File: src/cms_pkg.sv
// shared constants and state type for the charger mode sequencer
package cms_pkg;
  // ==========================================================
  // mode states
  typedef enum logic [2:0] {
    CMS_SLEEP,
    CMS_POR,
    CMS_STANDBY,
    CMS_BEGIN,
    CMS_CHARGING,
    CMS_SUSPEND
  } cms_state_t;

  // ==========================================================
  // timing
  localparam int CLK_HZ = 40000000;
  localparam int POR_DELAY_US = 1000; // power-on-reset delay, plain default
  localparam int POR_CYCLES = (POR_DELAY_US * (CLK_HZ / 1000000));
  localparam int TMR_W = 32;
  // precharge divisor: one tenth of programmed current
  localparam int PRE_DIV = 10;
  localparam int ITGT_W = 8;
  // status encoding, bit 1 = a, bit 0 = b, 1 = transistor on
  localparam logic [1:0] STAT_PRE = 2'h3;
  localparam logic [1:0] STAT_FAST = 2'h2;
  localparam logic [1:0] STAT_DONE = 2'h1;
  localparam logic [1:0] STAT_OFF = 2'h0;
endpackage

File: src/cms_timer.sv
// safety timer counter with clear and hold
`timescale 1ns/100ps
`default_nettype none
module cms_timer #(
  parameter int W = 32
) (
  input wire logic i_clk_sys,
  input wire logic i_rst,
  input wire logic i_clear,
  input wire logic i_run,
  output logic [W-1:0] o_count
);
  // ==========================================================
  // counter: clear wins, else count while run, else hold
  always_ff @(posedge i_clk_sys or posedge i_rst)
  begin
    if (i_rst)
      o_count <= '0;
    else if (i_clear)
      o_count <= '0;
    else if (i_run && (o_count != {W{1'b1}}))
      o_count <= o_count + 1'b1;
  end
endmodule
`default_nettype wire

File: src/cms_top.sv
// charger mode sequencer top level
`timescale 1ns/100ps
`default_nettype none
// Operation
// - start charge only with power qualified, enable low, battery below recharge level
// - safety timer runs from cycle start only when timer is enabled
// - below precharge level the current target is one tenth of programmed
// - below power-down level everything is off and all status outputs float
// - sleep keeps charger off, ignores inputs, floats status, power-good not detected
// - sleep is entered from any state once input power is lost
// - input detected in sleep moves to power-on-reset, starts delay, resets blocks
// - during power-on-reset delay status shows off and power-good not detected
// - after the delay comparators enable and all status outputs become active; code drives only power-good then, status pair stays off until charging
// - with enable variant, enable high after reset enters standby monitoring inputs
// - variants without enable go straight to begin-charge after reset
// - begin-charge resets all timers then enters charging
// - temperature out of range suspends, charger off, timers held
// - suspend resumes charging once temperature is back in range
// - timer pin open disables termination, battery detect, holds timer in reset
// - status pair encodes precharge, fast charge, done, else both off
// - overvoltage turns charger off to standby unlatched, recovers when cleared
// - standby resets timers, suspend keeps their counts
module cms_top #(
  parameter bit HAS_ENABLE = 1'b1,
  parameter int POR_CYCLES = cms_pkg::POR_CYCLES,
  parameter int TMR_W = cms_pkg::TMR_W,
  parameter int ITGT_W = cms_pkg::ITGT_W
) (
  input wire logic i_clk_sys,
  input wire logic i_rst,
  input wire logic i_input_detect,
  input wire logic i_overvoltage,
  input wire logic i_charge_en_n,
  input wire logic i_below_recharge,
  input wire logic i_below_precharge,
  input wire logic i_temp_ok,
  input wire logic i_timer_open,
  input wire logic i_terminated,
  input wire logic [ITGT_W-1:0] i_current_program,
  output logic o_pass_on,
  output logic [ITGT_W-1:0] o_current_target,
  output logic o_status_out_a_oe,
  output logic o_status_out_b_oe,
  output logic o_power_good_n_oe,
  output logic o_comparators_en,
  output logic o_blocks_rst,
  output logic o_term_detect_en,
  output logic o_timer_clear,
  output logic o_timer_run,
  output logic [TMR_W-1:0] o_timer_count
);
  // ==========================================================
  // input synchronisers
  logic [7:0] s1_q;
  logic [7:0] s2_q;
  always_ff @(posedge i_clk_sys or posedge i_rst)
  begin
    if (i_rst)
    begin
      s1_q <= 8'h00;
      s2_q <= 8'h00;
    end
    else
    begin
      s1_q <= {i_input_detect, i_overvoltage, i_charge_en_n, i_below_recharge,
               i_below_precharge, i_temp_ok, i_timer_open, i_terminated};
      s2_q <= s1_q;
    end
  end
  logic det;
  logic ovp;
  logic en_n;
  logic below_rch;
  logic below_pre;
  logic temp_ok;
  logic tmr_open;
  logic term;
  assign {det, ovp, en_n, below_rch, below_pre, temp_ok, tmr_open, term} = s2_q;
  logic [ITGT_W-1:0] prog_q;
  logic [ITGT_W-1:0] prog_s_q;
  always_ff @(posedge i_clk_sys or posedge i_rst)
  begin
    if (i_rst)
    begin
      prog_s_q <= '0;
      prog_q <= '0;
    end
    else
    begin
      prog_s_q <= i_current_program;
      prog_q <= prog_s_q;
    end
  end

  // ==========================================================
  // mode state machine
  cms_pkg::cms_state_t state_q;
  logic [31:0] por_cnt_q;
  logic enable_ok;
  assign enable_ok = (!HAS_ENABLE || !en_n) && !ovp;
  always_ff @(posedge i_clk_sys or posedge i_rst)
  begin
    if (i_rst)
      state_q <= cms_pkg::CMS_SLEEP;
    else if (!det)
      state_q <= cms_pkg::CMS_SLEEP;
    else
    begin
      unique case (state_q)
        cms_pkg::CMS_SLEEP: state_q <= cms_pkg::CMS_POR;
        cms_pkg::CMS_POR:
          if (por_cnt_q >= 32'(POR_CYCLES - 1))
            state_q <= HAS_ENABLE ? cms_pkg::CMS_STANDBY : cms_pkg::CMS_BEGIN;
        cms_pkg::CMS_STANDBY:
          if (enable_ok && below_rch)
            state_q <= cms_pkg::CMS_BEGIN;
        cms_pkg::CMS_BEGIN:
          if (!enable_ok)
            state_q <= cms_pkg::CMS_STANDBY;
          else if (below_rch)
            state_q <= cms_pkg::CMS_CHARGING;
        cms_pkg::CMS_CHARGING:
          if (!enable_ok)
            state_q <= cms_pkg::CMS_STANDBY;
          else if (!temp_ok)
            state_q <= cms_pkg::CMS_SUSPEND;
        cms_pkg::CMS_SUSPEND:
          if (!enable_ok)
            state_q <= cms_pkg::CMS_STANDBY;
          else if (temp_ok)
            state_q <= cms_pkg::CMS_CHARGING;
        default: state_q <= cms_pkg::CMS_SLEEP; // illegal codes fall back to sleep
      endcase
    end
  end

  // por delay counter, cleared outside por
  always_ff @(posedge i_clk_sys or posedge i_rst)
  begin
    if (i_rst)
      por_cnt_q <= 32'h0;
    else if (state_q != cms_pkg::CMS_POR || !det)
      por_cnt_q <= 32'h0;
    else if (por_cnt_q != 32'hffffffff)
      por_cnt_q <= por_cnt_q + 32'h1;
  end

  // ==========================================================
  // safety timer
  logic tmr_clear;
  logic tmr_run;
  assign tmr_clear = tmr_open || (state_q == cms_pkg::CMS_STANDBY) ||
                     (state_q == cms_pkg::CMS_BEGIN) || (state_q == cms_pkg::CMS_SLEEP) ||
                     (state_q == cms_pkg::CMS_POR);
  assign tmr_run = (state_q == cms_pkg::CMS_CHARGING) && !tmr_open && !term;
  logic [TMR_W-1:0] tmr_count;
  cms_timer #(.W(TMR_W)) u_timer (
    .i_clk_sys(i_clk_sys),
    .i_rst(i_rst),
    .i_clear(tmr_clear),
    .i_run(tmr_run),
    .o_count(tmr_count)
  );

  // ==========================================================
  // output registers
  logic active;
  logic charging;
  assign active = (state_q != cms_pkg::CMS_SLEEP) && (state_q != cms_pkg::CMS_POR);
  assign charging = (state_q == cms_pkg::CMS_CHARGING) && temp_ok && enable_ok && det;
  always_ff @(posedge i_clk_sys or posedge i_rst)
  begin
    if (i_rst)
    begin
      o_pass_on <= 1'b0;
      o_current_target <= '0;
      o_status_out_a_oe <= 1'b0;
      o_status_out_b_oe <= 1'b0;
      o_power_good_n_oe <= 1'b0;
      o_comparators_en <= 1'b0;
      o_blocks_rst <= 1'b1;
      o_term_detect_en <= 1'b0;
      o_timer_clear <= 1'b1;
      o_timer_run <= 1'b0;
      o_timer_count <= '0;
    end
    else
    begin
      o_pass_on <= charging && !(term && !tmr_open);
      o_current_target <= below_pre ? ITGT_W'(prog_q / cms_pkg::PRE_DIV) : prog_q;
      // status: pre / fast / done / off
      if (!charging)
        {o_status_out_a_oe, o_status_out_b_oe} <= cms_pkg::STAT_OFF;
      else if (term && !tmr_open)
        {o_status_out_a_oe, o_status_out_b_oe} <= cms_pkg::STAT_DONE;
      else if (below_pre)
        {o_status_out_a_oe, o_status_out_b_oe} <= cms_pkg::STAT_PRE;
      else
        {o_status_out_a_oe, o_status_out_b_oe} <= cms_pkg::STAT_FAST;
      o_power_good_n_oe <= active && det && !ovp;
      o_comparators_en <= active;
      o_blocks_rst <= !active;
      o_term_detect_en <= active && !tmr_open;
      o_timer_clear <= tmr_clear;
      o_timer_run <= tmr_run;
      o_timer_count <= tmr_count;
    end
  end

  // ==========================================================
  // assertions
  no_pass_sleep_a: assert property (@(posedge i_clk_sys) disable iff (i_rst)
    (state_q == cms_pkg::CMS_SLEEP) |=> !o_pass_on) else $error("pass on in sleep");
  loss_sleep_a: assert property (@(posedge i_clk_sys) disable iff (i_rst)
    !det |=> (state_q == cms_pkg::CMS_SLEEP)) else $error("no sleep on power loss");
  sleep_por_a: assert property (@(posedge i_clk_sys) disable iff (i_rst)
    (state_q == cms_pkg::CMS_SLEEP) && det |=> (state_q == cms_pkg::CMS_POR))
    else $error("sleep did not enter por");
  por_quiet_a: assert property (@(posedge i_clk_sys) disable iff (i_rst)
    (state_q == cms_pkg::CMS_POR) |=> !o_power_good_n_oe && !o_status_out_a_oe)
    else $error("outputs active in por");
  begin_charge_a: assert property (@(posedge i_clk_sys) disable iff (i_rst)
    (state_q == cms_pkg::CMS_BEGIN) && det && enable_ok && below_rch
    |=> (state_q == cms_pkg::CMS_CHARGING) && (tmr_count == '0))
    else $error("begin charge wrong");
  suspend_hold_a: assert property (@(posedge i_clk_sys) disable iff (i_rst)
    (state_q == cms_pkg::CMS_SUSPEND) && $past(state_q == cms_pkg::CMS_SUSPEND) &&
    !$past(tmr_open) |-> $stable(tmr_count)) else $error("timer moved in suspend");
  standby_clear_a: assert property (@(posedge i_clk_sys) disable iff (i_rst)
    (state_q == cms_pkg::CMS_STANDBY) |=> (tmr_count == '0)) else $error("standby kept timer");
  open_timer_a: assert property (@(posedge i_clk_sys) disable iff (i_rst)
    tmr_open |=> (tmr_count == '0) && !o_term_detect_en) else $error("open pin timer ran");
  ovp_standby_a: assert property (@(posedge i_clk_sys) disable iff (i_rst)
    det && ovp && (state_q == cms_pkg::CMS_CHARGING) |=> (state_q == cms_pkg::CMS_STANDBY))
    else $error("overvoltage not to standby");
  pre_target_a: assert property (@(posedge i_clk_sys) disable iff (i_rst)
    below_pre |=> (o_current_target == ITGT_W'($past(prog_q) / cms_pkg::PRE_DIV)))
    else $error("precharge target wrong");
  cv_charge_c: cover property (@(posedge i_clk_sys) disable iff (i_rst)
    state_q == cms_pkg::CMS_CHARGING);
  cv_suspend_c: cover property (@(posedge i_clk_sys) disable iff (i_rst)
    (state_q == cms_pkg::CMS_SUSPEND) ##1 (state_q == cms_pkg::CMS_CHARGING));
  cv_ovp_c: cover property (@(posedge i_clk_sys) disable iff (i_rst)
    (state_q == cms_pkg::CMS_CHARGING) && ovp);
endmodule
`default_nettype wire

File: config.mk
export PLATFORM = sky130hd
export DESIGN_NAME = cms_top
export DESIGN_NICKNAME = d
export VERILOG_FILES = /design/src/cms_pkg.sv /design/src/cms_timer.sv /design/src/cms_top.sv
export SDC_FILE = /design/constraint.sdc
export NUM_CORES = 1
export LEC_CHECK = 0
export ABC_AREA = 1
export BUFFER_PORTS_ARGS = -buffer_cell sky130_fd_sc_hd__buf_2
export CORE_MARGIN = 5
export CORE_UTILIZATION = 52
export CTS_CLUSTER_SIZE = 40
export DETAILED_ROUTE_END_ITERATION = 8
export PLACE_DENSITY = 0.71
export SYNTH_ARGS = -nofsm -noshare
export SYNTH_HDL_FRONTEND = slang
export SYNTH_SLANG_ARGS = --single-unit
export TNS_END_PERCENT = 20
File: constraint.sdc
create_clock -name i_clk_sys -period 6 [get_ports i_clk_sys]
set_input_delay 0.9 -clock i_clk_sys [delete_from_list [all_inputs] [get_ports i_clk_sys]]
set_output_delay 0.9 -clock i_clk_sys [all_outputs]
set_load 0.02 [all_outputs]
==> reports/metrics.cfg <==
[critical_path]
r2r-start = u_timer.o_count[0]
endpoint_kind = register
crit_type = register to register
crit_top_cell = nand2_1
crit_family = simple AND/OR/NAND/NOR gates
critical_path_buf_inv_count = 3
max_stage_delay_ns = 0.43
slowest_stage = dfrtp_1
startpoint_type = register
critPathLaunch = u_timer.o_count[0]
worst_ep_arrival_time_ns = 3.17
cp.required_ns = 6.30
crit_path_max_fanout = 12
cp_cell_sequence = ha_1 -> nand2_1 -> nor3_1 -> nand2_1 -> nor2_1 -> nand2_1 -> nand2_1 -> inv_2 -> nand2_1 -> nor2_2 -> nand2_1 -> nor2_1 -> nand2_1 -> inv_1 -> nand2_1 -> nor2_1 -> inv_1 -> o21ai_0 -> a21oi_1

[floorplan]
start_util_pct = 53.6
io_pins = 67
core_mm2 = 0.0121
die_h_um = 122
die_w_um = 122
die_area_mm2 = 0.0148
std_cell_rows = 40

[synthesis]
ys_seq_area_share_pct = 56.7
syn-num-nets = 751
async_flop_share_pct = 100
synthFlopType = dfrtp_1
synth_top_cell_area_share_pct = 55.9
synth_edf_count = 0
avgSynthCellArea_um2 = 8.89
yosysWarningCount = 0
synth_area_leaders = dfrtp_1 56%, nand2_1 7.8%, inv_1 5.8%
ys_top_cells_by_count = 145 x dfrtp_1, 135 x nand2_1, 101 x inv_1, 83 x nor2_1, 46 x a21oi_1
synth.most_common_cell = dfrtp_1
syn_inst = 730
ys_ff_latch = 147
synth.distinct_cells = 44
mappedNetlistArea_mm2 = 0.00649
yosys.area.top_type = dfrtp_1

[grt]
grt_use_total_pct = 20.1
grt_overflow = 0
grt_pass1_wl_um = 23700
grt_max_degree = 90
antenna_found_initial = 0
grt_pass1_vias = 5069

[sta]
period_minus_slack_ns = 2.88
fin_skew_ns = 0.00716
timing.final.crit_share_pct = 48.0
finalSetupTns_ns = 0
rsz0062_at_grt = false
finalSetupViolations = 0
hold_violations = 0
worst_pin_slew_ns = 0.762
drv_slew = 0
setup_ws_ns = 3.12
clock.fmax_mhz = 348
max_slew_margin_pct = 49.2

[clock_tree]
cts.reportedPaths.clkPinSlew_ns = 0.06
cts_buffers = 17
clk_latency_ns = 0.42
numClockSinks = 147
cts_tree = yes
post-cts-setup-buffer-count = 0
cts.htree.levels = 4
cts_hold_buf = 0
postCtsResizedCells = 0
cts_root_buf = clkbuf_16
cts_max_path_buffers = 2

[pwr]
ir_drop_uv = 258
power_mw = 2.41
power_density_mw_per_mm2 = 318
p_leak_nw = 3.58

[placed_design]
globalplace.congestion = 0.888
portBuffers = 66
place_area_mm2 = 0.00701
pre_cts_ws_ns = 3.11
hpwl_um = 9900

[routing]
first_pass_iters = 5
postRouteAntennaNets = 0
vias = 5178
via_per_inst = 5.24
drtIter0Drc = 322
drc = 0
wirelength_um = 13800
wl_per_cell_um = 14.0

[cells_and_area]
fin_area_mm2 = 0.00758
multi_input_area_mm2 = 0.00236
drive_gt1_share_pct = 17.8
seq_area_mm2 = 0.00368
fillers = 1044
area_delta_synth_final_pct = 16.9
nNetsFinal = 829
num_antenna_cells = 0

[worst_hold_path]
hold_path_startpoint = prog_s_q[4]
worst_hold_path_type = register to register

[run_status]
status = finished clean

[job]
drv_cap = 0

## cell type report
cell class,count,share of cell area [%]
clock inverter,11,1.70
timing repair buffer,68,4.55
inverter,108,5.41
sequential,147,48.5
clock buffer,21,5.94
multi-input combinational,466,31.1
tap,168,2.77
## through the flow
stage	util, %	hold WS [ns]	instances
4_1_cts	62.6	0.349	989
3_5_place_dp	57.8	0.336	957
6_report	62.6	0.348	989
2_1_floorplan	-	0.331	730
3_3_place_gp	57.8	0.333	957
5_1_grt	62.6	0.352	989
## power by group
group          switching [mW]  internal [mW]  total (mW)
Clock                   0.407          0.627        1.03
Sequential             0.0238           1.04        1.06
Combinational           0.227         0.0917       0.319
Total                   0.658           1.76        2.41
## layout by cell type, fill, tap and decap left out, drive strengths merged
cell / n
nor2: 91
nand3b: 1
clkinvlp: 2
dfstp: 2
o211a: 1
nor3b: 2
o21ai: 39
nand3: 45
o221a: 1
o211ai: 2
clkbuf: 21
dfrtp: 145
nor3: 33
a211oi: 2
o21bai: 1
xnor2: 3
a21oi: 46
a31oi: 3
a32o: 1
inv: 111
and3: 2
bufinv: 2
o21a: 4
ha: 3
or2: 2
a21boi: 1
buf: 68
a221oi: 2
xor2: 2
nand4: 21
nand2: 143
nor4: 13
clkinv: 4
o31ai: 2
## cells by family after synthesis
logic type	share of synthesized area [%]
flops	56.7
fa+ha+maj	0.579
xor+xnor	0.675
buf+inv	6.90
compound gates	9.05
simple gates	26.1
## registers in the layout, indices dropped and copies added (netlist names), 3 cells and up
| register | flops |
|---|---|
| prog_q | 8 |
| o_current_target | 8 |
| por_cnt_q | 32 |
| u_timer.o_count | 32 |
| state_q | 3 |
| prog_s_q | 8 |
| o_timer_count | 32 |
| s2_q | 8 |
| s1_q | 8 |
## worst paths after layout
kind                                       end  cells past startpoint  slack, ns
min                                  prog_q[4]                      0       0.35
min reg2reg                          prog_q[4]                      0       0.35
max reg2reg                u_timer.o_count[28]                     19       3.12
max in group asynchronous  u_timer.o_count[28]                      3       4.15
max                        u_timer.o_count[28]                     19       3.12
min in group asynchronous    o_timer_count[26]                      2       0.65
## per-layer routing
layer	global-route usage [%]	part of all wire [%]
met5	0	0
met4	7.70	2.1
met1	25.9	44
met2	32.4	49
met3	5.62	4.8
(Power assumes the default switching activity.)
